===== config.mk =====
export PLATFORM = sky130hd
export DESIGN_NAME = mpp_port_pins
export DESIGN_NICKNAME = d
export VERILOG_FILES = /design/src/rtl/mpp_pkg.sv /design/src/rtl/mpp_sync.sv /design/src/rtl/mpp_port_pins.sv
export SDC_FILE = /design/constraint.sdc
export NUM_CORES = 1
export LEC_CHECK = 0
export BUFFER_PORTS_ARGS = -buffer_cell sky130_fd_sc_hd__buf_2
export CAP_MARGIN = 20
export CELL_PAD_IN_SITES_DETAIL_PLACEMENT = 1
export CELL_PAD_IN_SITES_GLOBAL_PLACEMENT = 2
export CORE_ASPECT_RATIO = 0.8
export CORE_MARGIN = 2
export CORE_UTILIZATION = 41
export CTS_BUF_LIST = sky130_fd_sc_hd__clkbuf_16
export CTS_CLUSTER_SIZE = 16
export DETAILED_ROUTE_END_ITERATION = 12
export GPL_ROUTABILITY_DRIVEN = 0
export PLACE_DENSITY_LB_ADDON = 0.1
export SETUP_SLACK_MARGIN = 0.5
export SLEW_MARGIN = 10
export SYNTH_ARGS = -nofsm -noshare
export SYNTH_HDL_FRONTEND = slang
export SYNTH_HIERARCHICAL = 1
export SYNTH_SLANG_ARGS = --single-unit

===== constraint.sdc =====
create_clock -name mclk -period 29.8 [get_ports mclk]
set_input_delay 2.98 -clock mclk [delete_from_list [all_inputs] [get_ports mclk]]
set_output_delay 2.98 -clock mclk [all_outputs]
set_load 0.01 [all_outputs]

===== src/rtl/mpp_pkg.sv =====
// constants, register map and encodings for the port pin logic
package mpp_pkg;
  localparam int NUM_PORTS = 8;
  localparam int PORT_W = 8;
  localparam int ADR_W = 12;
  localparam int PORT_B_IDX = 1;
  localparam int PORT_I_IDX = 7;

  // general ports A,B,C,D,F,G,H,I sit at index*16
  localparam logic [3:0] OFS_DATA = 4'h0;
  localparam logic [3:0] OFS_DIR = 4'h4;
  localparam logic [3:0] OFS_PULL = 4'h8;
  localparam logic [ADR_W-1:0] ADDR_PORTE_DATA = 12'h080;
  localparam logic [ADR_W-1:0] ADDR_PORTE_PULL = 12'h084;
  localparam logic [ADR_W-1:0] ADDR_OUT_SEL = 12'h090;
  localparam logic [ADR_W-1:0] ADDR_AN_SEL = 12'h094;
  localparam logic [ADR_W-1:0] ADDR_OSC_CTRL = 12'h098;
  localparam logic [ADR_W-1:0] ADDR_STATUS = 12'h09c;

  // output selection register fields
  localparam int SEL_SERIAL_CLOCK_PIN_CH0_BIT = 0;
  localparam int SEL_SO0_BIT = 1;
  localparam int SEL_SCK1_BIT = 2;
  localparam int SEL_SO1_BIT = 3;
  localparam int SEL_PWM_BIT = 4;
  localparam int SEL_TO_LSB = 5;
  // oscillator control fields
  localparam int OSC_STOP_BIT = 0;
  localparam int OSC_SUBSTOP_BIT = 1;

  // port B pins that carry serial channel outputs
  localparam int SERIAL_CLOCK_PIN_CH0_PIN = 2;
  localparam int SO0_PIN = 4;
  localparam int SCK1_PIN = 5;
  localparam int SO1_PIN = 7;

  // reset values
  localparam logic [7:0] DATA_RST = 8'h00;
  localparam logic [7:0] DIR_RST = 8'h00;
  localparam logic [1:0] PULL_RST = 2'h0;
  localparam logic [1:0] PORTE_OUT_RST = 2'h3;
  localparam logic PORTE_PULL_RST = 1'b0;
  localparam logic [1:0] SERIAL_SEL_RST = 2'h0;
  localparam logic PWM_SEL_RST = 1'b0;
  localparam logic [7:0] AN_SEL_RST = 8'h00;

  // clock-adjust divider taps on the 32 kHz count: /2 and /16
  localparam int ADJ_CNT_W = 4;
  localparam int ADJ_FAST_BIT = 0;
  localparam int ADJ_SLOW_BIT = 3;

  typedef enum logic [1:0] {
    MPP_TO_PORT,
    MPP_TO_TIMER,
    MPP_TO_ADJ_FAST,
    MPP_TO_ADJ_SLOW
  } mpp_tosel_t;
endpackage


===== src/rtl/mpp_sync.sv =====
// two-flop synchroniser for pin levels
`timescale 1ns/1ps
module mpp_sync #(
  parameter int WIDTH = 1
) (
  input wire logic mclk,
  input wire logic rst,
  input wire logic [WIDTH-1:0] din,
  output logic [WIDTH-1:0] dout
);
  logic [WIDTH-1:0] stage1;

  if (WIDTH < 1) begin : g_chk
    $error("mpp_sync needs WIDTH of at least 1");
  end

  always_ff @(posedge mclk or posedge rst) begin
    if (rst) begin
      stage1 <= '0;
      dout <= '0;
    end else begin
      stage1 <= din;
      dout <= stage1;
    end
  end
endmodule


===== src/rtl/mpp_port_pins.sv =====
// port pin control: direction, pull-ups, output muxing, analog select, oscillator pins
`timescale 1ns/1ps
module mpp_port_pins (
  input wire logic mclk,
  input wire logic rst,
  input wire logic wb_cyc_i,
  input wire logic wb_stb_i,
  input wire logic wb_we_i,
  input wire logic [11:0] wb_adr_i,
  input wire logic [3:0] wb_sel_i,
  input wire logic [31:0] wb_dat_i,
  output logic [31:0] wb_dat_o,
  output logic wb_ack_o,
  input wire logic [7:0][7:0] portPinIn,
  output logic [7:0][7:0] portPinOut,
  output logic [7:0][7:0] portPinOeN,
  output logic [7:0][7:0] portPullEn,
  input wire logic [3:0] portEPinIn,
  output logic portEPullEn,
  output logic pwmPinOut,
  output logic timerAdjPinOut,
  output logic [3:0] portELevel,
  output logic [7:0] portBLevel,
  output logic [7:0] analogMuxSel,
  input wire logic [1:0] serialSckOut,
  input wire logic [1:0] serialSckOe,
  input wire logic [1:0] serialDataOut,
  input wire logic [1:0] serialDataOe,
  input wire logic pwmIn,
  input wire logic timerMatch,
  output logic [3:0] extIrqLevel,
  input wire logic stopExitReq,
  output logic mainOscFeedbackEn,
  output logic mainCrystalOutHigh,
  input wire logic subclockInPinIn,
  output logic subclockInPinOut,
  output logic subclockInPinOeN,
  output logic subclockOutHigh,
  output logic subOscFeedbackEn,
  output logic subclockTick,
  output logic clockAdjustFast,
  output logic clockAdjustSlow
);
  localparam int NP = mpp_pkg::NUM_PORTS;
  localparam int SYNC_W = NP * mpp_pkg::PORT_W + 5;

  // pin input synchronisation
  logic [SYNC_W-1:0] pinRaw;
  logic [SYNC_W-1:0] pinSync;
  logic [7:0][7:0] portLevel;
  logic subLevel;

  assign pinRaw = {subclockInPinIn, portEPinIn, portPinIn};

  mpp_sync #(.WIDTH(SYNC_W)) u_sync (
    .mclk(mclk),
    .rst(rst),
    .din(pinRaw),
    .dout(pinSync)
  );

  assign portLevel = pinSync[NP*8-1:0];
  assign portELevel = pinSync[NP*8+3:NP*8];
  assign subLevel = pinSync[NP*8+4];
  assign portBLevel = portLevel[mpp_pkg::PORT_B_IDX];
  assign extIrqLevel = portLevel[mpp_pkg::PORT_I_IDX][3:0];

  // wishbone decode
  logic req;
  logic wrFire;
  logic isPortArea;
  logic [2:0] portIdx;
  logic [3:0] regOfs;
  logic ack;
  logic next_ack;
  logic [31:0] rdData;
  logic [31:0] next_rdData;
  logic [31:0] rdMux;

  assign req = wb_cyc_i & wb_stb_i;
  // a write lands on the edge where the master sees ack
  assign wrFire = req & wb_we_i & ack & wb_sel_i[0];
  assign isPortArea = wb_adr_i < mpp_pkg::ADDR_PORTE_DATA;
  assign portIdx = wb_adr_i[6:4];
  assign regOfs = wb_adr_i[3:0];

  // control state shared with the readback
  wire [7:0][7:0] portDataW;
  wire [7:0][7:0] portDirW;
  wire [7:0][1:0] portPullW;

  logic [1:0] portEData;
  logic [1:0] next_portEData;
  logic portEPull;
  logic next_portEPull;
  logic [1:0] sckSel;
  logic [1:0] next_sckSel;
  logic [1:0] soSel;
  logic [1:0] next_soSel;
  logic pwmSel;
  logic next_pwmSel;
  mpp_pkg::mpp_tosel_t toSel;
  mpp_pkg::mpp_tosel_t next_toSel;
  logic [7:0] anSel;
  logic [7:0] next_anSel;
  logic stopMode;
  logic next_stopMode;
  logic subStop;
  logic next_subStop;

  // per-port registers and pin drivers
  for (genvar p = 0; p < NP; p++) begin : g_port
    logic [7:0] data;
    logic [7:0] next_data;
    logic [7:0] dir;
    logic [7:0] next_dir;
    logic [1:0] pull;
    logic [1:0] next_pull;
    logic [7:0] pinOut;
    logic [7:0] next_pinOut;
    logic [7:0] pinOeN;
    logic [7:0] next_pinOeN;
    logic [7:0] pullEn;
    logic [7:0] next_pullEn;
    logic hit;

    assign hit = wrFire && isPortArea && (portIdx == 3'(p));

    always_comb begin
      next_data = data;
      next_dir = dir;
      next_pull = pull;
      if (hit && regOfs == mpp_pkg::OFS_DATA) begin
        next_data = wb_dat_i[7:0];
      end
      if (hit && regOfs == mpp_pkg::OFS_DIR) begin
        next_dir = wb_dat_i[7:0];
      end
      if (hit && regOfs == mpp_pkg::OFS_PULL) begin
        next_pull = wb_dat_i[1:0];
      end
      next_pinOut = data;
      next_pinOeN = ~dir;
      if (p == mpp_pkg::PORT_B_IDX) begin
        if (sckSel[0]) begin
          next_pinOut[mpp_pkg::SERIAL_CLOCK_PIN_CH0_PIN] = serialSckOut[0];
          next_pinOeN[mpp_pkg::SERIAL_CLOCK_PIN_CH0_PIN] = ~(dir[mpp_pkg::SERIAL_CLOCK_PIN_CH0_PIN] | serialSckOe[0]);
        end
        if (soSel[0]) begin
          next_pinOut[mpp_pkg::SO0_PIN] = serialDataOut[0];
          next_pinOeN[mpp_pkg::SO0_PIN] = ~(dir[mpp_pkg::SO0_PIN] | serialDataOe[0]);
        end
        if (sckSel[1]) begin
          next_pinOut[mpp_pkg::SCK1_PIN] = serialSckOut[1];
          next_pinOeN[mpp_pkg::SCK1_PIN] = ~(dir[mpp_pkg::SCK1_PIN] | serialSckOe[1]);
        end
        if (soSel[1]) begin
          next_pinOut[mpp_pkg::SO1_PIN] = serialDataOut[1];
          next_pinOeN[mpp_pkg::SO1_PIN] = ~(dir[mpp_pkg::SO1_PIN] | serialDataOe[1]);
        end
      end
      // no pull-up on a pin driven by the latch or a serial channel
      next_pullEn = {{4{pull[1]}}, {4{pull[0]}}} & next_pinOeN;
    end

    always_ff @(posedge mclk or posedge rst) begin
      if (rst) begin
        data <= mpp_pkg::DATA_RST;
        dir <= mpp_pkg::DIR_RST;
        pull <= mpp_pkg::PULL_RST;
        pinOut <= mpp_pkg::DATA_RST;
        pinOeN <= ~mpp_pkg::DIR_RST;
        pullEn <= 8'h00;
      end else begin
        data <= next_data;
        dir <= next_dir;
        pull <= next_pull;
        pinOut <= next_pinOut;
        pinOeN <= next_pinOeN;
        pullEn <= next_pullEn;
      end
    end

    assign portDataW[p] = data;
    assign portDirW[p] = dir;
    assign portPullW[p] = pull;
    assign portPinOut[p] = pinOut;
    assign portPinOeN[p] = pinOeN;
    assign portPullEn[p] = pullEn;
  end

  // clock-adjust divider and timer square wave
  logic subPrev;
  logic next_subPrev;
  logic [mpp_pkg::ADJ_CNT_W-1:0] adjCnt;
  logic [mpp_pkg::ADJ_CNT_W-1:0] next_adjCnt;
  logic subTick;
  logic next_subTick;
  logic toWave;
  logic next_toWave;
  logic subRise;

  assign subRise = subLevel & ~subPrev;

  always_comb begin
    next_subPrev = subLevel;
    next_subTick = subRise & ~subStop;
    next_adjCnt = adjCnt;
    next_toWave = toWave;
    if (subRise && !subStop) begin
      next_adjCnt = adjCnt + 1'b1;
    end
    if (timerMatch) begin
      next_toWave = ~toWave;
    end
  end

  always_ff @(posedge mclk or posedge rst) begin
    if (rst) begin
      subPrev <= 1'b0;
      adjCnt <= '0;
      subTick <= 1'b0;
      toWave <= 1'b0;
    end else begin
      subPrev <= next_subPrev;
      adjCnt <= next_adjCnt;
      subTick <= next_subTick;
      toWave <= next_toWave;
    end
  end

  assign subclockTick = subTick;
  assign clockAdjustFast = adjCnt[mpp_pkg::ADJ_FAST_BIT];
  assign clockAdjustSlow = adjCnt[mpp_pkg::ADJ_SLOW_BIT];

  // port E, selections, analog select and oscillator control
  logic pwmPin;
  logic next_pwmPin;
  logic toPin;
  logic next_toPin;

  always_comb begin
    next_portEData = portEData;
    next_portEPull = portEPull;
    next_sckSel = sckSel;
    next_soSel = soSel;
    next_pwmSel = pwmSel;
    next_toSel = toSel;
    next_anSel = anSel;
    next_stopMode = stopMode;
    next_subStop = subStop;
    if (wrFire) begin
      case (wb_adr_i)
        mpp_pkg::ADDR_PORTE_DATA: next_portEData = wb_dat_i[5:4];
        mpp_pkg::ADDR_PORTE_PULL: next_portEPull = wb_dat_i[0];
        mpp_pkg::ADDR_OUT_SEL: begin
          next_sckSel = {wb_dat_i[mpp_pkg::SEL_SCK1_BIT], wb_dat_i[mpp_pkg::SEL_SERIAL_CLOCK_PIN_CH0_BIT]};
          next_soSel = {wb_dat_i[mpp_pkg::SEL_SO1_BIT], wb_dat_i[mpp_pkg::SEL_SO0_BIT]};
          next_pwmSel = wb_dat_i[mpp_pkg::SEL_PWM_BIT];
          next_toSel = mpp_pkg::mpp_tosel_t'(wb_dat_i[mpp_pkg::SEL_TO_LSB +: 2]);
        end
        mpp_pkg::ADDR_AN_SEL: next_anSel = wb_dat_i[7:0];
        mpp_pkg::ADDR_OSC_CTRL: begin
          next_stopMode = wb_dat_i[mpp_pkg::OSC_STOP_BIT];
          next_subStop = wb_dat_i[mpp_pkg::OSC_SUBSTOP_BIT];
        end
        default: ;
      endcase
    end
    if (stopExitReq) begin
      next_stopMode = 1'b0;
    end
    next_pwmPin = pwmSel ? pwmIn : portEData[0];
    case (toSel)
      mpp_pkg::MPP_TO_TIMER: next_toPin = toWave;
      mpp_pkg::MPP_TO_ADJ_FAST: next_toPin = clockAdjustFast;
      mpp_pkg::MPP_TO_ADJ_SLOW: next_toPin = clockAdjustSlow;
      default: next_toPin = portEData[1];
    endcase
  end

  always_ff @(posedge mclk or posedge rst) begin
    if (rst) begin
      portEData <= mpp_pkg::PORTE_OUT_RST;
      portEPull <= mpp_pkg::PORTE_PULL_RST;
      sckSel <= mpp_pkg::SERIAL_SEL_RST;
      soSel <= mpp_pkg::SERIAL_SEL_RST;
      pwmSel <= mpp_pkg::PWM_SEL_RST;
      toSel <= mpp_pkg::MPP_TO_PORT;
      anSel <= mpp_pkg::AN_SEL_RST;
      stopMode <= 1'b0;
      subStop <= 1'b0;
      pwmPin <= 1'b1;
      toPin <= 1'b1;
    end else begin
      portEData <= next_portEData;
      portEPull <= next_portEPull;
      sckSel <= next_sckSel;
      soSel <= next_soSel;
      pwmSel <= next_pwmSel;
      toSel <= next_toSel;
      anSel <= next_anSel;
      stopMode <= next_stopMode;
      subStop <= next_subStop;
      pwmPin <= next_pwmPin;
      toPin <= next_toPin;
    end
  end

  assign pwmPinOut = pwmPin;
  assign timerAdjPinOut = toPin;
  assign portEPullEn = portEPull;
  assign analogMuxSel = anSel;
  assign mainOscFeedbackEn = ~stopMode;
  assign mainCrystalOutHigh = stopMode;
  assign subOscFeedbackEn = ~subStop;
  assign subclockInPinOut = 1'b0;
  assign subclockInPinOeN = ~subStop;
  assign subclockOutHigh = subStop;

  // register readback
  always_comb begin
    rdMux = 32'h0000_0000;
    if (isPortArea) begin
      case (regOfs)
        mpp_pkg::OFS_DATA: rdMux[7:0] = (portDirW[portIdx] & portDataW[portIdx])
                                      | (~portDirW[portIdx] & portLevel[portIdx]);
        mpp_pkg::OFS_DIR: rdMux[7:0] = portDirW[portIdx];
        mpp_pkg::OFS_PULL: rdMux[1:0] = portPullW[portIdx];
        default: ;
      endcase
    end else begin
      case (wb_adr_i)
        mpp_pkg::ADDR_PORTE_DATA: rdMux[5:0] = {portEData, portELevel};
        mpp_pkg::ADDR_PORTE_PULL: rdMux[0] = portEPull;
        mpp_pkg::ADDR_OUT_SEL: rdMux[6:0] = {toSel, pwmSel, soSel[1], sckSel[1], soSel[0], sckSel[0]};
        mpp_pkg::ADDR_AN_SEL: rdMux[7:0] = anSel;
        mpp_pkg::ADDR_OSC_CTRL: rdMux[1:0] = {subStop, stopMode};
        mpp_pkg::ADDR_STATUS: rdMux[3:0] = {clockAdjustSlow, clockAdjustFast, toWave, subLevel};
        default: ;
      endcase
    end
  end

  // single-cycle wait: ack one edge after the request, dropped the next
  always_comb begin
    next_ack = req & ~ack;
    next_rdData = (req & ~ack & ~wb_we_i) ? rdMux : 32'h0000_0000;
  end

  always_ff @(posedge mclk or posedge rst) begin
    if (rst) begin
      ack <= 1'b0;
      rdData <= 32'h0000_0000;
    end else begin
      ack <= next_ack;
      rdData <= next_rdData;
    end
  end

  assign wb_ack_o = ack;
  assign wb_dat_o = rdData;
endmodule


== Word level (Yosys, flattened, before mapping) ==
Index checks and enable logic that the tools add are counted.
Storage, ports and cells
  bits in registers: 512
  bits in latches: 0
  bits in writable memories: 0
  bits in read-only memories: 0
  input bits: 133
  memories kept: 0
Cells by class
  $add $sub $neg: 1
  multiply operators: 0
  divide/modulo/power cells: 0
  order comparisons: 2
  equality and inequality tests: 18
  shift-type cells: 0
  muxes and demuxes: 31
  bitwise gates (word level): 42
  reductions and logical operators: 45
Operators with widths (count)
  $and A8 B8 Y8: 10
  $bmux W8 S3: 3
  $eq A12 B8 Y1 const B: 6
  $not A8 Y8: 9
  $mux W8: 5
  $logic_and A1 B1 Y1: 34
  $mux W1: 13
  $eq A3 B3 Y1 const B: 4
  $lt A12 B8 Y1 const B: 1
  $pmux W2 S3: 2
  $pmux W6 S2: 1
  $reduce_and A2 Y1: 6
  $not A1 Y1: 10
  $and A1 B1 Y1: 8
  $or A8 B8 Y8: 1
  $pmux W2 S4: 1
  $bmux W2 S3: 1
  $eq A3 B2 Y1 const B: 2
  $pmux W1 S6: 1
  $pmux W1 S5: 1
  $add A4 B1 Y4 const B: 1
  $eq A2 B2 Y1 const B: 2
  $eq A4 B3 Y1 const B: 1
  $eq A4 B4 Y1 const B: 1
  11 further kinds: 15

== Depth between registers and ports, before layout ==
Gate-level depths: netlist (run 1).
  word-level depth: 8
  gate-level depth with buffers: 9
  gate-level depth less buffers: 6

== Modules after synthesis ==
The synthesis (run 1) kept the hierarchy.
Modules (own cells, without submodules)
  mpp_port_pins: instances 1, cells an instance 1004, area each 14796.7 sq um, seq. area each 9444.1 sq um
  mpp_sync: instances 1, cells an instance 139, area each 3457.1 sq um, seq. area each 3453.3 sq um

== Worst setup path after synthesis (run 1) ==
OpenSTA, ideal clock, no wires.
  path kind: input -> register
  start point: input port wb_adr_i[4]
  end point: register anSel[2], in the netlist analogMuxSel[2]
  data arrival time: 4.562 ns
  setup slack: 25.113 ns
  stages on the path: 6
  path buffers: 2
  cell sequence: buf_4 buf_6 nor2b_1 nand2_1 nor4_4 mux2_2
On the way
  cells in the longest elaborated chain, start to end: 2
Ends and longest elaborated chain
  start, declared: RTL line mpp_port_pins.sv:9  | input wire logic [11:0] wb_adr_i,
  $eq A12 B8 Y1: RTL line mpp_port_pins.sv:253  | case (wb_adr_i)
  $reduce_and A2 Y1 (no source line)
  end signal, assigned: RTL line mpp_port_pins.sv:290  | anSel <= mpp_pkg::AN_SEL_RST;
  end signal, assigned: RTL line mpp_port_pins.sv:302  | anSel <= next_anSel;
  end, declared: RTL line mpp_port_pins.sv:104  | logic [7:0] anSel;
Every way passes these cells.
A chain may end at the register's enable or synchronous reset.

== Final worst setup path (run 1) ==
  start point: input port wb_adr_i[5]
  end point: register rdData[5], in the netlist wb_dat_o[5]
On the way
  cells in the longest elaborated chain, start to end: 8
  elaborated cells on any way between the ends: 18
  those cells by class: order compare (1); eq/ne (3); mux (10); bitwise (4)
Ends and longest elaborated chain
  $bmux W8 S3: RTL line mpp_port_pins.sv:326, mpp_port_pins.sv:327, mpp_port_pins.sv:328
  $mux W8 (implied by the code): RTL line mpp_port_pins.sv:326, mpp_port_pins.sv:327, mpp_port_pins.sv:328
  $not A8 Y8: RTL line mpp_port_pins.sv:327  | | (~portDirW[portIdx] & portLevel[portIdx]);
  $and A8 B8 Y8: RTL line mpp_port_pins.sv:327
  $or A8 B8 Y8: RTL line mpp_port_pins.sv:327
  $pmux W6 S2: RTL line mpp_port_pins.sv:325  | case (regOfs)
  $mux W8 (*): RTL line mpp_port_pins.sv:324  | if (isPortArea) begin
  $mux W8 (*): RTL line mpp_port_pins.sv:348  | next_rdData = (req & ~ack & ~wb_we_i) ? rdMux : 32'h0000_0000;
  named net next_rdData[5]: RTL line mpp_port_pins.sv:77  | logic [31:0] next_rdData;
  end signal, assigned: RTL line mpp_port_pins.sv:357  | rdData <= next_rdData;
  end, declared: RTL line mpp_port_pins.sv:76  | logic [31:0] rdData;
Mark *: on every way through the listed nets, which the timed path passes. The rest lies on a longest branch. The select of a mux whose other input is x is not followed.

==> results of run 1 <==
==> cell type report <==
| type | count | area (um^2) | share of cell area |
|---|---|---|---|
| Clock inverter | 41 | 276.5 | 0.01253 |
| Tap cell | 603 | 754.5 | 0.03418 |
| Sequential cell | 512 | 12900 | 0.5844 |
| Clock buffer | 51 | 1276 | 0.05782 |
| Inverter | 65 | 256.5 | 0.01162 |
| Multi-Input combinational cell | 521 | 4818 | 0.2183 |
| Timing Repair Buffer | 350 | 1792 | 0.08118 |
==> cell usage after synthesis, types with 2 or more instances <==
library cell,number,area share
or3_1,2,0.00069
and2_1,4,0.0014
nand4_1,3,0.0010
clkbuf_1,13,0.0027
a211oi_1,2,0.00082
and3_1,2,0.00069
nor2_2,3,0.0010
a2111oi_0,2,0.00096
nand2_4,2,0.0012
mux2_1,2,0.0012
o21ai_1,2,0.00055
mux2i_1,19,0.010
xnor2_1,2,0.00096
a222oi_1,2,0.0011
nand2b_1,4,0.0014
buf_2,23,0.0063
nand3_1,6,0.0016
nor3b_1,2,0.00082
buf_1,5,0.0010
buf_4,27,0.011
o22ai_1,10,0.0034
nor3_1,7,0.0019
dfstp_2,68,0.098
xor2_1,2,0.00096
a221oi_1,3,0.0014
nand2_1,41,0.0084
a21oi_1,20,0.0055
nor4_1,7,0.0024
inv_1,65,0.013
nor2_1,20,0.0041
o21ai_0,19,0.0052
nor2b_1,63,0.022
nand3_2,7,0.0038
dfrtp_1,444,0.61
mux4_2,45,0.056
a22oi_1,4,0.0016
mux2_2,172,0.11
o31a_1,2,0.00096
==> logic make-up after synthesis <==
family	count (synthesis)	share of synthesized area
AO/OA/AOI/OAI	71	0.02392
other	1	0.0002054
multiplexers	238	0.1733
flip-flops	512	0.7066
AND/OR/NAND/NOR	182	0.05833
XOR/XNOR	4	0.001920
adder cells (fa/ha/maj)	1	0.0006853
buffers and inverters	134	0.03509
==> power by group <==
group	total, mW	switching, mW	internal [mW]
Clock	0.603	0.260	0.343
Sequential	0.710	0.00405	0.706
Combinational	0.0535	0.0376	0.0159
==> worst paths after layout <==
check / start / to / slack (ns)
worst max-delay path: wb_adr_i[5] / wb_dat_o[5] / 24.24
worst min-delay path: u_sync/stage1[56] / u_sync/dout[56] / 0.34
worst max register to register: wb_ack_o / g_port[1].dir[5] / 27.15
worst min register to register: u_sync/stage1[56] / u_sync/dout[56] / 0.34
max in group asynchronous: rst / g_port[7].pullEn[5] / 25.62
min in group asynchronous: rst / u_sync/dout[15] / 2.50
==> layout by cell type (no fill, tap or decap), drive strengths merged, types with 3 or more instances in the layout <==
cell type,Yosys,routed
dfrtp,444,444
buf,56,350
mux2,174,174
inv,65,85
dfstp,68,68
nor2b,63,63
clkbuf,13,51
mux4,45,45
nand2,43,43
conb,1,25
nor2,24,24
o21ai,21,21
a21oi,20,20
mux2i,19,19
clkinv,0,15
nand3,13,13
o22ai,10,10
nor3,8,8
nor4,8,8
a22oi,4,4
and2,4,4
nand2b,4,4
bufinv,0,4
a221oi,3,3
nand4,3,3
nor3b,3,3
==> worst max-delay path: cells and delay by family <==
| family | cells | cell delay [ns] |
|---|---|---|
| AOI/OAI and AO/OA | 1 | 0.28 |
| muxes | 3 | 1.52 |
| and+or+nand+nor | 1 | 0.08 |
| buffers and inverters | 2 | 1.06 |
==> sequential cells by signal, indices dropped and copies added (netlist names), 4 cells and up <==
signal and count:
g_port.pullEn 64, g_port.pull 16, g_port.pinOeN 64, u_sync/stage1 69, g_port.dir 64, g_port.pinOut 64
u_sync/dout 69, g_port.data 64, adjCnt 4, wb_dat_o 8, analogMuxSel 8
==> metrics by stage <==
| stage | hold WS (ns) | instance area (um^2) |
|---|---|---|
| global placement | 0.3316 | 20520 |
| CTS | 0.3479 | 22070 |
| global route | 0.3505 | 22070 |
| floorplan | 0.3312 | 18340 |
| detailed placement | 0.3357 | 20520 |
| finish | 0.3436 | 22070 |
==> per-layer routing <==
metal | up-vias | global-route usage | share of wire
met4 | 4 | 0.05733 | 0.018
met1 | 5593 | 0.2952 | 0.43
met3 | 61 | 0.05421 | 0.063
met5 | - | 0 | 0.00056
met2 | 272 | 0.3556 | 0.49
li1 | 4585 | - | -
==> impl_metrics.csv, run 1 <==
group,metric,value,unit
worst_setup_path,path_class,"primary input to register",
timing,rsz0062_at_grt,"false",
clock_tree,cts_tree,"built",
place,io_buffers,341,
drt,drcViolationCount,0,
clock_tree,postCtsHoldBufs,0,
power,max-vdd-ir-drop,0.04096,mV
clock_tree,cts.sinks,512,
worst_setup_path,start_kind,"primary input",
synthesis,synth_area,0.01825,mm^2
clock_tree,cts_buffers,51,
clock_tree,clk_pin_slew_worst_paths,0.06,ns
timing,fin_worst_skew,0.02364,ns
timing,fmax,179.9,MHz
global_routing,grt_start_max_net_pins,172,
worst_setup_path,cp-end-kind,"register",
clock_tree,max-clock-path-buffers,3,
timing,worstMarginPinSlew,1.013,ns
power,p_per_area,61.93,mW/mm^2
global_routing,grt_pass1_wl,73.11,mm
floorplan,ioPinCount,394,
worst_setup_path,rr_worst_depth,5,
synthesis,async_reset_ff_frac,1.000,
timing,min_period_over_period,0.1866,
final_layout,antenna_cells,0,
timing,setup_slack,24.24,ns
synthesis,synthFlopType,"dfrtp_1",
synthesis,ys_warn_count,6,
drt,vias_per_cell,4.907,
floorplan,start_util,0.4130,
worst_setup_path,path_cells,"buf_4 -> buf_4 -> mux4_2 -> mux2i_1 -> mux4_2 -> a21oi_1 -> nor3_1",
floorplan,coreArea,0.04420,mm^2
worst_setup_path,slowest_stage,"buf_4",
drt,routed_wl,50.19,mm
floorplan,placementRows,69,
synthesis,synth-edff-count,0,
final_layout,layout.nets,1635,
drt,drt_first_pass_iters,5,
floorplan,die_h,192.7,um
timing,setup_viol,0,
run,drv_cap,0,
timing,layout_min_cycle_time,5.560,ns
synthesis,syn_area_per_cell,15.97,um^2
final_layout,drive_gt1_frac,0.4675,
floorplan,die_x,239.9,um
drt,vias,10515,
worst_setup_path,worstPathArrival,6.01,ns
drt,wl_per_cell,23.42,um
global_routing,grt.total_usage,0.2186,
place,dp_cells,2051,
worst_setup_path,cpPeakStageDelay,0.69,ns
timing,slew_headroom,0.3246,
worst_setup_path,crit_fanout,47,
clock_tree,cts_resized,0,
synthesis,synth_seq_cells,512,
floorplan,dieArea,0.04624,mm^2
clock_tree,cts_max_level,2,
outcome,outcome,"finished clean",
final_layout,fin_util,0.4993,
place,hpwlAfterDp,34.88,mm
final_layout,area.growth.synth_to_final,20.91,%
worst_setup_path,crit_required,30.25,ns
power,total_leakage_power,11.08,nW
timing,fin_tns_setup,0,ns
timing,hold_violations,0,
clock_tree,root_buffer,"clkbuf_16",
timing,report.final.slew_viol_count,0,
synthesis,yosysSeqAreaShare,0.7066,
power,power,1.367,mW
drt,drt_iter0_drc,605,
hold_path,whs_path_depth,0,
global_routing,grt_pass1_vias,11134,
global_routing,overflow,0,
place,place_ws,23.64,ns
synthesis,synth_cell_types,55,
drt,detail-route-antenna-nets,0,
hold_path,hold_class,"register to register",
synthesis,synth_cells,1143,
final_layout,fillers,4424,
clock_tree,post_cts_buffers,0,
clock_tree,clock_latency,0.58,ns
global_routing,grt_antenna_before_repair,4,
final_layout,final_cell_count_no_fill,2143,
Power figures use the tool's default switching activity.
==> run 2: changes to the inputs <==
CORE_UTILIZATION = 34   (was 41)
clock period = 4.8 ns   (was 29.8 ns; I/O delays follow)
==> run 2 against run 1 <==
Net effect: power grew to 6.6 times the previous value; highest routed layer unchanged; non-clock buffer count increased by 73; largest cell class unchanged; design area increased by 4.9%; clock power rose to 7.0 times the previous value; global-route usage fell by 2.6 points; critical endpoint is now g_port[1].dir[2]; via count is 2.1% higher; count of clock-buffer cells in the layout increased by 3; worst hold slack worse by 0.31 ns; register-to-register slack worse by 25 ns; sequential share of layout area fell by 2.7 points; sequential power increased to 6.2 times the previous value; combinational power rose to 7.2 times the previous value.
==> impl_metrics.csv, run 2 (same netlist as run 1, synthesis figures left out) <==
group,metric,value,unit
outcome,outcome,"finished clean",
worst_setup_path,worstPathArrival,3.01,ns
global_routing,grtUsageMet3,0.04162,
final_layout,final_cell_area,0.02315,mm^2
worst_setup_path,cp-startpoint,"wb_ack_o",
drt,wl_per_cell,22.99,um
global_routing,met2_usage,0.3183,
floorplan,dieArea,0.05557,mm^2
power,p_per_area,389.6,mW/mm^2
run,drv_cap,0,
drt,vias,10732,
global_routing,grt_pass1_vias,11547,
timing,setup_viol,0,
final_layout,fillers,5426,
final_layout,layout_commonest_cell,"dfrtp_1",
worst_setup_path,r2r-end,"g_port[1].dir[2]",
final_layout,mostFrequentLayoutCells,"dfrtp_1, buf_2, mux2_2, inv_1, dlygate4sd3_1",
worst_setup_path,path_class,"register to register",
final_layout,fin_util,0.4391,
hold_path,whs_path_depth,2,
worst_setup_path,crit_required,5.27,ns
power,total_leakage_power,11.48,nW
clock_tree,cts_buffers,53,
floorplan,placementRows,75,
final_layout,seq_area,0.01290,mm^2
floorplan,ioPinCount,394,
global_routing,grt_start_max_net_pins,142,
worst_setup_path,start_kind,"register",
hold_path,hold_class,"primary input to register",
worst_setup_path,crit_fanout,12,
global_routing,grt.total_usage,0.1927,
global_routing,overflow,0,
timing,min_period_over_period,0.5290,
global_routing,grt_antenna_before_repair,4,
floorplan,start_util,0.3461,
clock_tree,cts_tree,"built",
timing,slew_headroom,0.3798,
floorplan,die_h,211.2,um
global_routing,grt_use_met1,0.2600,
place,placed_area,0.02067,mm^2
timing,hold_violations,0,
final_layout,drive_gt1_frac,0.4605,
drt,drt_first_pass_iters,4,
clock_tree,clk_pin_slew_worst_paths,0.07,ns
drt,drt_iter0_drc,552,
drt,detail-route-antenna-nets,0,
timing,fin_tns_setup,0,ns
timing,fmax,393.8,MHz
final_layout,multi_input_area,0.004818,mm^2
clock_tree,clock_latency,0.59,ns
drt,routed_wl,53.19,mm
drt,vias_per_cell,4.638,
worst_setup_path,rr_worst_depth,5,
clock_tree,cts.sinks,512,
timing,worstMarginPinSlew,0.9218,ns
worst_setup_path,cp-end-kind,"register",
final_layout,layout.nets,1710,
clock_tree,post_cts_buffers,0,
timing,rsz0062_at_grt,"false",
clock_tree,root_buffer,"clkbuf_16",
floorplan,coreArea,0.05274,mm^2
worst_setup_path,crit_end,"g_port[1].dir[2]",
place,io_buffers,341,
floorplan,die_x,263.1,um
drt,drcViolationCount,0,
clock_tree,max-clock-path-buffers,3,
worst_setup_path,r2r_setup_slack,2.26,ns
clock_tree,cts_max_level,2,
timing,holdWs,0.03800,ns
worst_setup_path,timing.rr.start,"wb_ack_o",
place,hpwlAfterDp,37.20,mm
timing,fin_worst_skew,0.01103,ns
global_routing,grt-busiest-layer,"met2",
power,power,9.021,mW
timing,report.final.slew_viol_count,0,
timing,layout_min_cycle_time,2.539,ns
final_layout,area.growth.synth_to_final,26.85,%
clock_tree,cts_resized,0,
final_layout,top_regs,"u_sync/dout x69, u_sync/stage1 x69",
power,max-vdd-ir-drop,0.2818,mV
global_routing,grt_pass1_wl,78.26,mm
run 2: through the flow:
stage | worst slack (ns) | instances
after global routing | 2.052 | 2313
after detailed placement | 1.641 | 2145
after global placement | 1.638 | 2145
after CTS | 2.186 | 2313
after floorplan | -0.6466 | 1167
final | 2.261 | 2314
run 2: worst min path at each step:
| stage | from | end | slack [ns] |
|---|---|---|---|
| floorplan | u_sync/stage1[0] | u_sync/dout[0] | 0.33 |
| detailed placement | u_sync/stage1[24] | u_sync/dout[24] | 0.34 |
| CTS | stopExitReq | mainCrystalOutHigh | 0.0003 |
| global route | stopExitReq | mainCrystalOutHigh | 0.008 |
| finish | stopExitReq | mainCrystalOutHigh | 0.04 |
| global placement | u_sync/stage1[66] | u_sync/dout[66] | 0.33 |
run 2: area by class of cell:
| class | count | share of cell area |
|---|---|---|
| inverter | 65 | 0.01092 |
| sequential | 512 | 0.5570 |
| antenna | 1 | 0.0001081 |
| tap | 693 | 0.03745 |
| clock inverter | 45 | 0.01902 |
| multi-input combinational | 521 | 0.2081 |
| clock buffer | 54 | 0.05836 |
| timing repair buffer | 423 | 0.1090 |
run 2: report_power, final:
| group | switching (mW) | internal (mW) | total (mW) |
|---|---|---|---|
| Sequential | 0.0252 | 4.38 | 4.41 |
| Clock | 1.75 | 2.48 | 4.23 |
| Combinational | 0.246 | 0.138 | 0.384 |
run 2: critical path, cell delays in order (launching register included):
cell      delay (ns)
dfrtp_1         0.38
nand3_1         0.20
nor2_1          0.41
nand3b_2        0.28
nor2_1          0.74
mux2_2          0.41
run 2: routing by layer:
metal / wire [um] / vias up
met4: 1099 / 2
li1: - / 4749
met3: 2935 / 77
met5: 12 / -
met2: 26150 / 265
met1: 23000 / 5639
run 2: timing repair:
action | 4_1_cts | 5_1_grt
hold buffers | 69 | 0
endpoints found under the setup margin | 0 | 0
endpoints found under the hold margin | 69 | 0
==> run 3: changes to the inputs <==
CORE_UTILIZATION = 38   (was 34)
clock period = 2.5 ns   (was 4.8 ns; I/O delays follow)
==> run 3 against run 2 <==
Net effect: sequential power grew 92%; global-route usage grew 2.2 points; clock skew shrank 0.00096 ns; setup slack lost 1.8 ns; clock power grew 76%; die area shrank 10%; worst hold slack gained 0.12 ns; critical endpoint is now wb_dat_o[4].
==> impl_metrics.csv, run 3 (same netlist as run 1, synthesis figures left out) <==
group,metric,value,unit
power,max-vdd-ir-drop,0.5388,mV
final_layout,area.growth.synth_to_final,29.85,%
clock_tree,cts_buffers,52,
timing,hold_violations,0,
floorplan,die_h,200.0,um
floorplan,start_util,0.3862,
outcome,outcome,"finished clean",
clock_tree,cts_max_level,2,
timing,holdWs,0.1620,ns
timing,layout_min_cycle_time,2.031,ns
timing,fmax,492.4,MHz
run,drv_cap,0,
drt,vias_per_cell,4.761,
timing,setup_slack,0.4690,ns
global_routing,grt_start_max_net_pins,116,
clock_tree,root_buffer,"clkbuf_16",
floorplan,ioPinCount,394,
place,hpwlAfterDp,37.09,mm
global_routing,grt_pass1_vias,12041,
power,p_int,12.98,mW
timing,fin_tns_setup,0,ns
clock_tree,cts.sinks,512,
clock_tree,cts_tree,"built",
place,io_buffers,341,
floorplan,dieArea,0.04982,mm^2
timing,worstMarginPinSlew,0.7369,ns
worst_setup_path,crit_required,2.96,ns
power,pwr-share-clk,0.444,
clock_tree,max-clock-path-buffers,3,
power,p_per_area,705.3,mW/mm^2
clock_tree,clock_latency,0.58,ns
worst_setup_path,path_cells,"mux4_2 -> mux2i_2 -> buf_4 -> mux4_2 -> a21oi_2 -> nor3_2",
place,dp_cells,2118,
final_layout,layout_commonest_cell,"dfrtp_1",
final_layout,layout.nets,1788,
power,power_frac_seq,0.506,
final_layout,final_cell_count_no_fill,2316,
timing,rsz0062_at_grt,"true",
global_routing,grt.total_usage,0.2147,
timing,min_period_over_period,0.8124,
final_layout,top_regs,"u_sync/dout x69, u_sync/stage1 x69",
drt,vias,11026,
final_layout,drive_gt1_frac,0.4802,
timing,setup_viol,0,
floorplan,placementRows,71,
clock_tree,clk_pin_slew_worst_paths,0.06,ns
power,power.switching,3.741,mW
global_routing,overflow,0,
floorplan,die_x,249.0,um
power,pwr-share-comb,0.049,
drt,detail-route-antenna-nets,0,
worst_setup_path,worstPathArrival,2.49,ns
global_routing,grt_pass1_wl,78.25,mm
timing,fin_worst_skew,0.01006,ns
drt,drt_iter0_drc,550,
worst_setup_path,crit_top_cell,"mux4_2",
worst_setup_path,crit_fanout,2,
worst_setup_path,start_kind,"register",
worst_setup_path,cp-end-kind,"register",
drt,drt_first_pass_iters,4,
power,swShare,0.2238,
worst_setup_path,slowest_stage,"mux4_2",
drt,wl_per_cell,22.88,um
hold_path,hold_class,"primary input to register",
power,total_leakage_power,11.81,nW
timing,report.final.slew_viol_count,0,
drt,routed_wl,52.99,mm
place,place_ws,0.01689,ns
final_layout,fin_util,0.5015,
floorplan,coreArea,0.04726,mm^2
final_layout,mostFrequentLayoutCells,"dfrtp_1, buf_2, mux2_2, dlygate4sd3_1, inv_1",
global_routing,grt_antenna_before_repair,4,
timing,slew_headroom,0.5087,
worst_setup_path,cpPeakStageDelay,0.53,ns
worst_setup_path,path_class,"register to register",
drt,drcViolationCount,0,
## run 3: cell count changes in the layout (fill, tap and decap cells not counted), moves of 6 or more
cell           before  now
buf_12              2   10
buf_4              13   72
clkinv_1            5   17
clkinv_2           14    8
dlygate4sd3_1      69   81
## run 3: worst max-delay path: cells and delay by family, from the launching register on
family | cells | cell delay, ns
DFF | 1 | 0.38
AOI/OAI and AO/OA | 1 | 0.21
and+or+nand+nor | 1 | 0.06
muxes | 3 | 1.07
buffers and inverters | 1 | 0.18
## run 3: power by group through the flow
| stage | combinational (mW) | sequential [mW] | clock, mW |
|---|---|---|---|
| floorplan | 0.399 | 8.60 | 0 |
| global placement | 0.720 | 8.61 | 0 |
| detailed placement | 0.729 | 8.61 | 0 |
| CTS | 0.839 | 8.47 | 7.65 |
| global route | 0.907 | 8.47 | 7.99 |
| finish | 0.825 | 8.47 | 7.43 |
## run 3: through the flow
step / power [mW] / area (um^2)
after floorplan: 9.003 / 18350
after global placement: 9.326 / 21020
after detailed placement: 9.342 / 21020
after CTS: 16.96 / 23630
after global routing: 17.37 / 23700
final: 16.72 / 23700
## run 3: final timing paths
kind,startpoint,endpoint,slack (ns),cells after the start
max,g_port[7].dir[4],wb_dat_o[4],0.47,6
min,wb_stb_i,wb_ack_o,0.16,4
max reg2reg,g_port[7].dir[4],wb_dat_o[4],0.47,6
min reg2reg,u_sync/stage1[32],u_sync/dout[32],0.34,0
max in group asynchronous,rst,g_port[1].dir[4],1.34,4
min in group asynchronous,rst,g_port[7].data[7],0.20,3
## run 3: metal layers
metal,GRT usage,part of all wire
met2,0.3585,0.50
met4,0.05823,0.021
met1,0.2868,0.43
met5,0,0.00049
met3,0.04720,0.052
## run 3: what timing repair did
action                                  in CTS  in global routing
hold buffers                                81                  0
hold endpoints to repair                   148                  0
setup buffers                               15                  6
endpoints found under the setup margin     140                 35
pin swaps                                    4                  3
gates resized for setup                     18                  5
## run 3: layout make-up
class | instances | area, um^2
repair buffers | 502 | 3248
inverters | 65 | 251.5
multi-input cells | 521 | 4908
clock buffers | 53 | 1326
flip-flops and latches | 512 | 12900
well taps | 620 | 775.7
diodes | 1 | 2.502
clock inverters | 42 | 287.8
fillers | 4720 | 23560
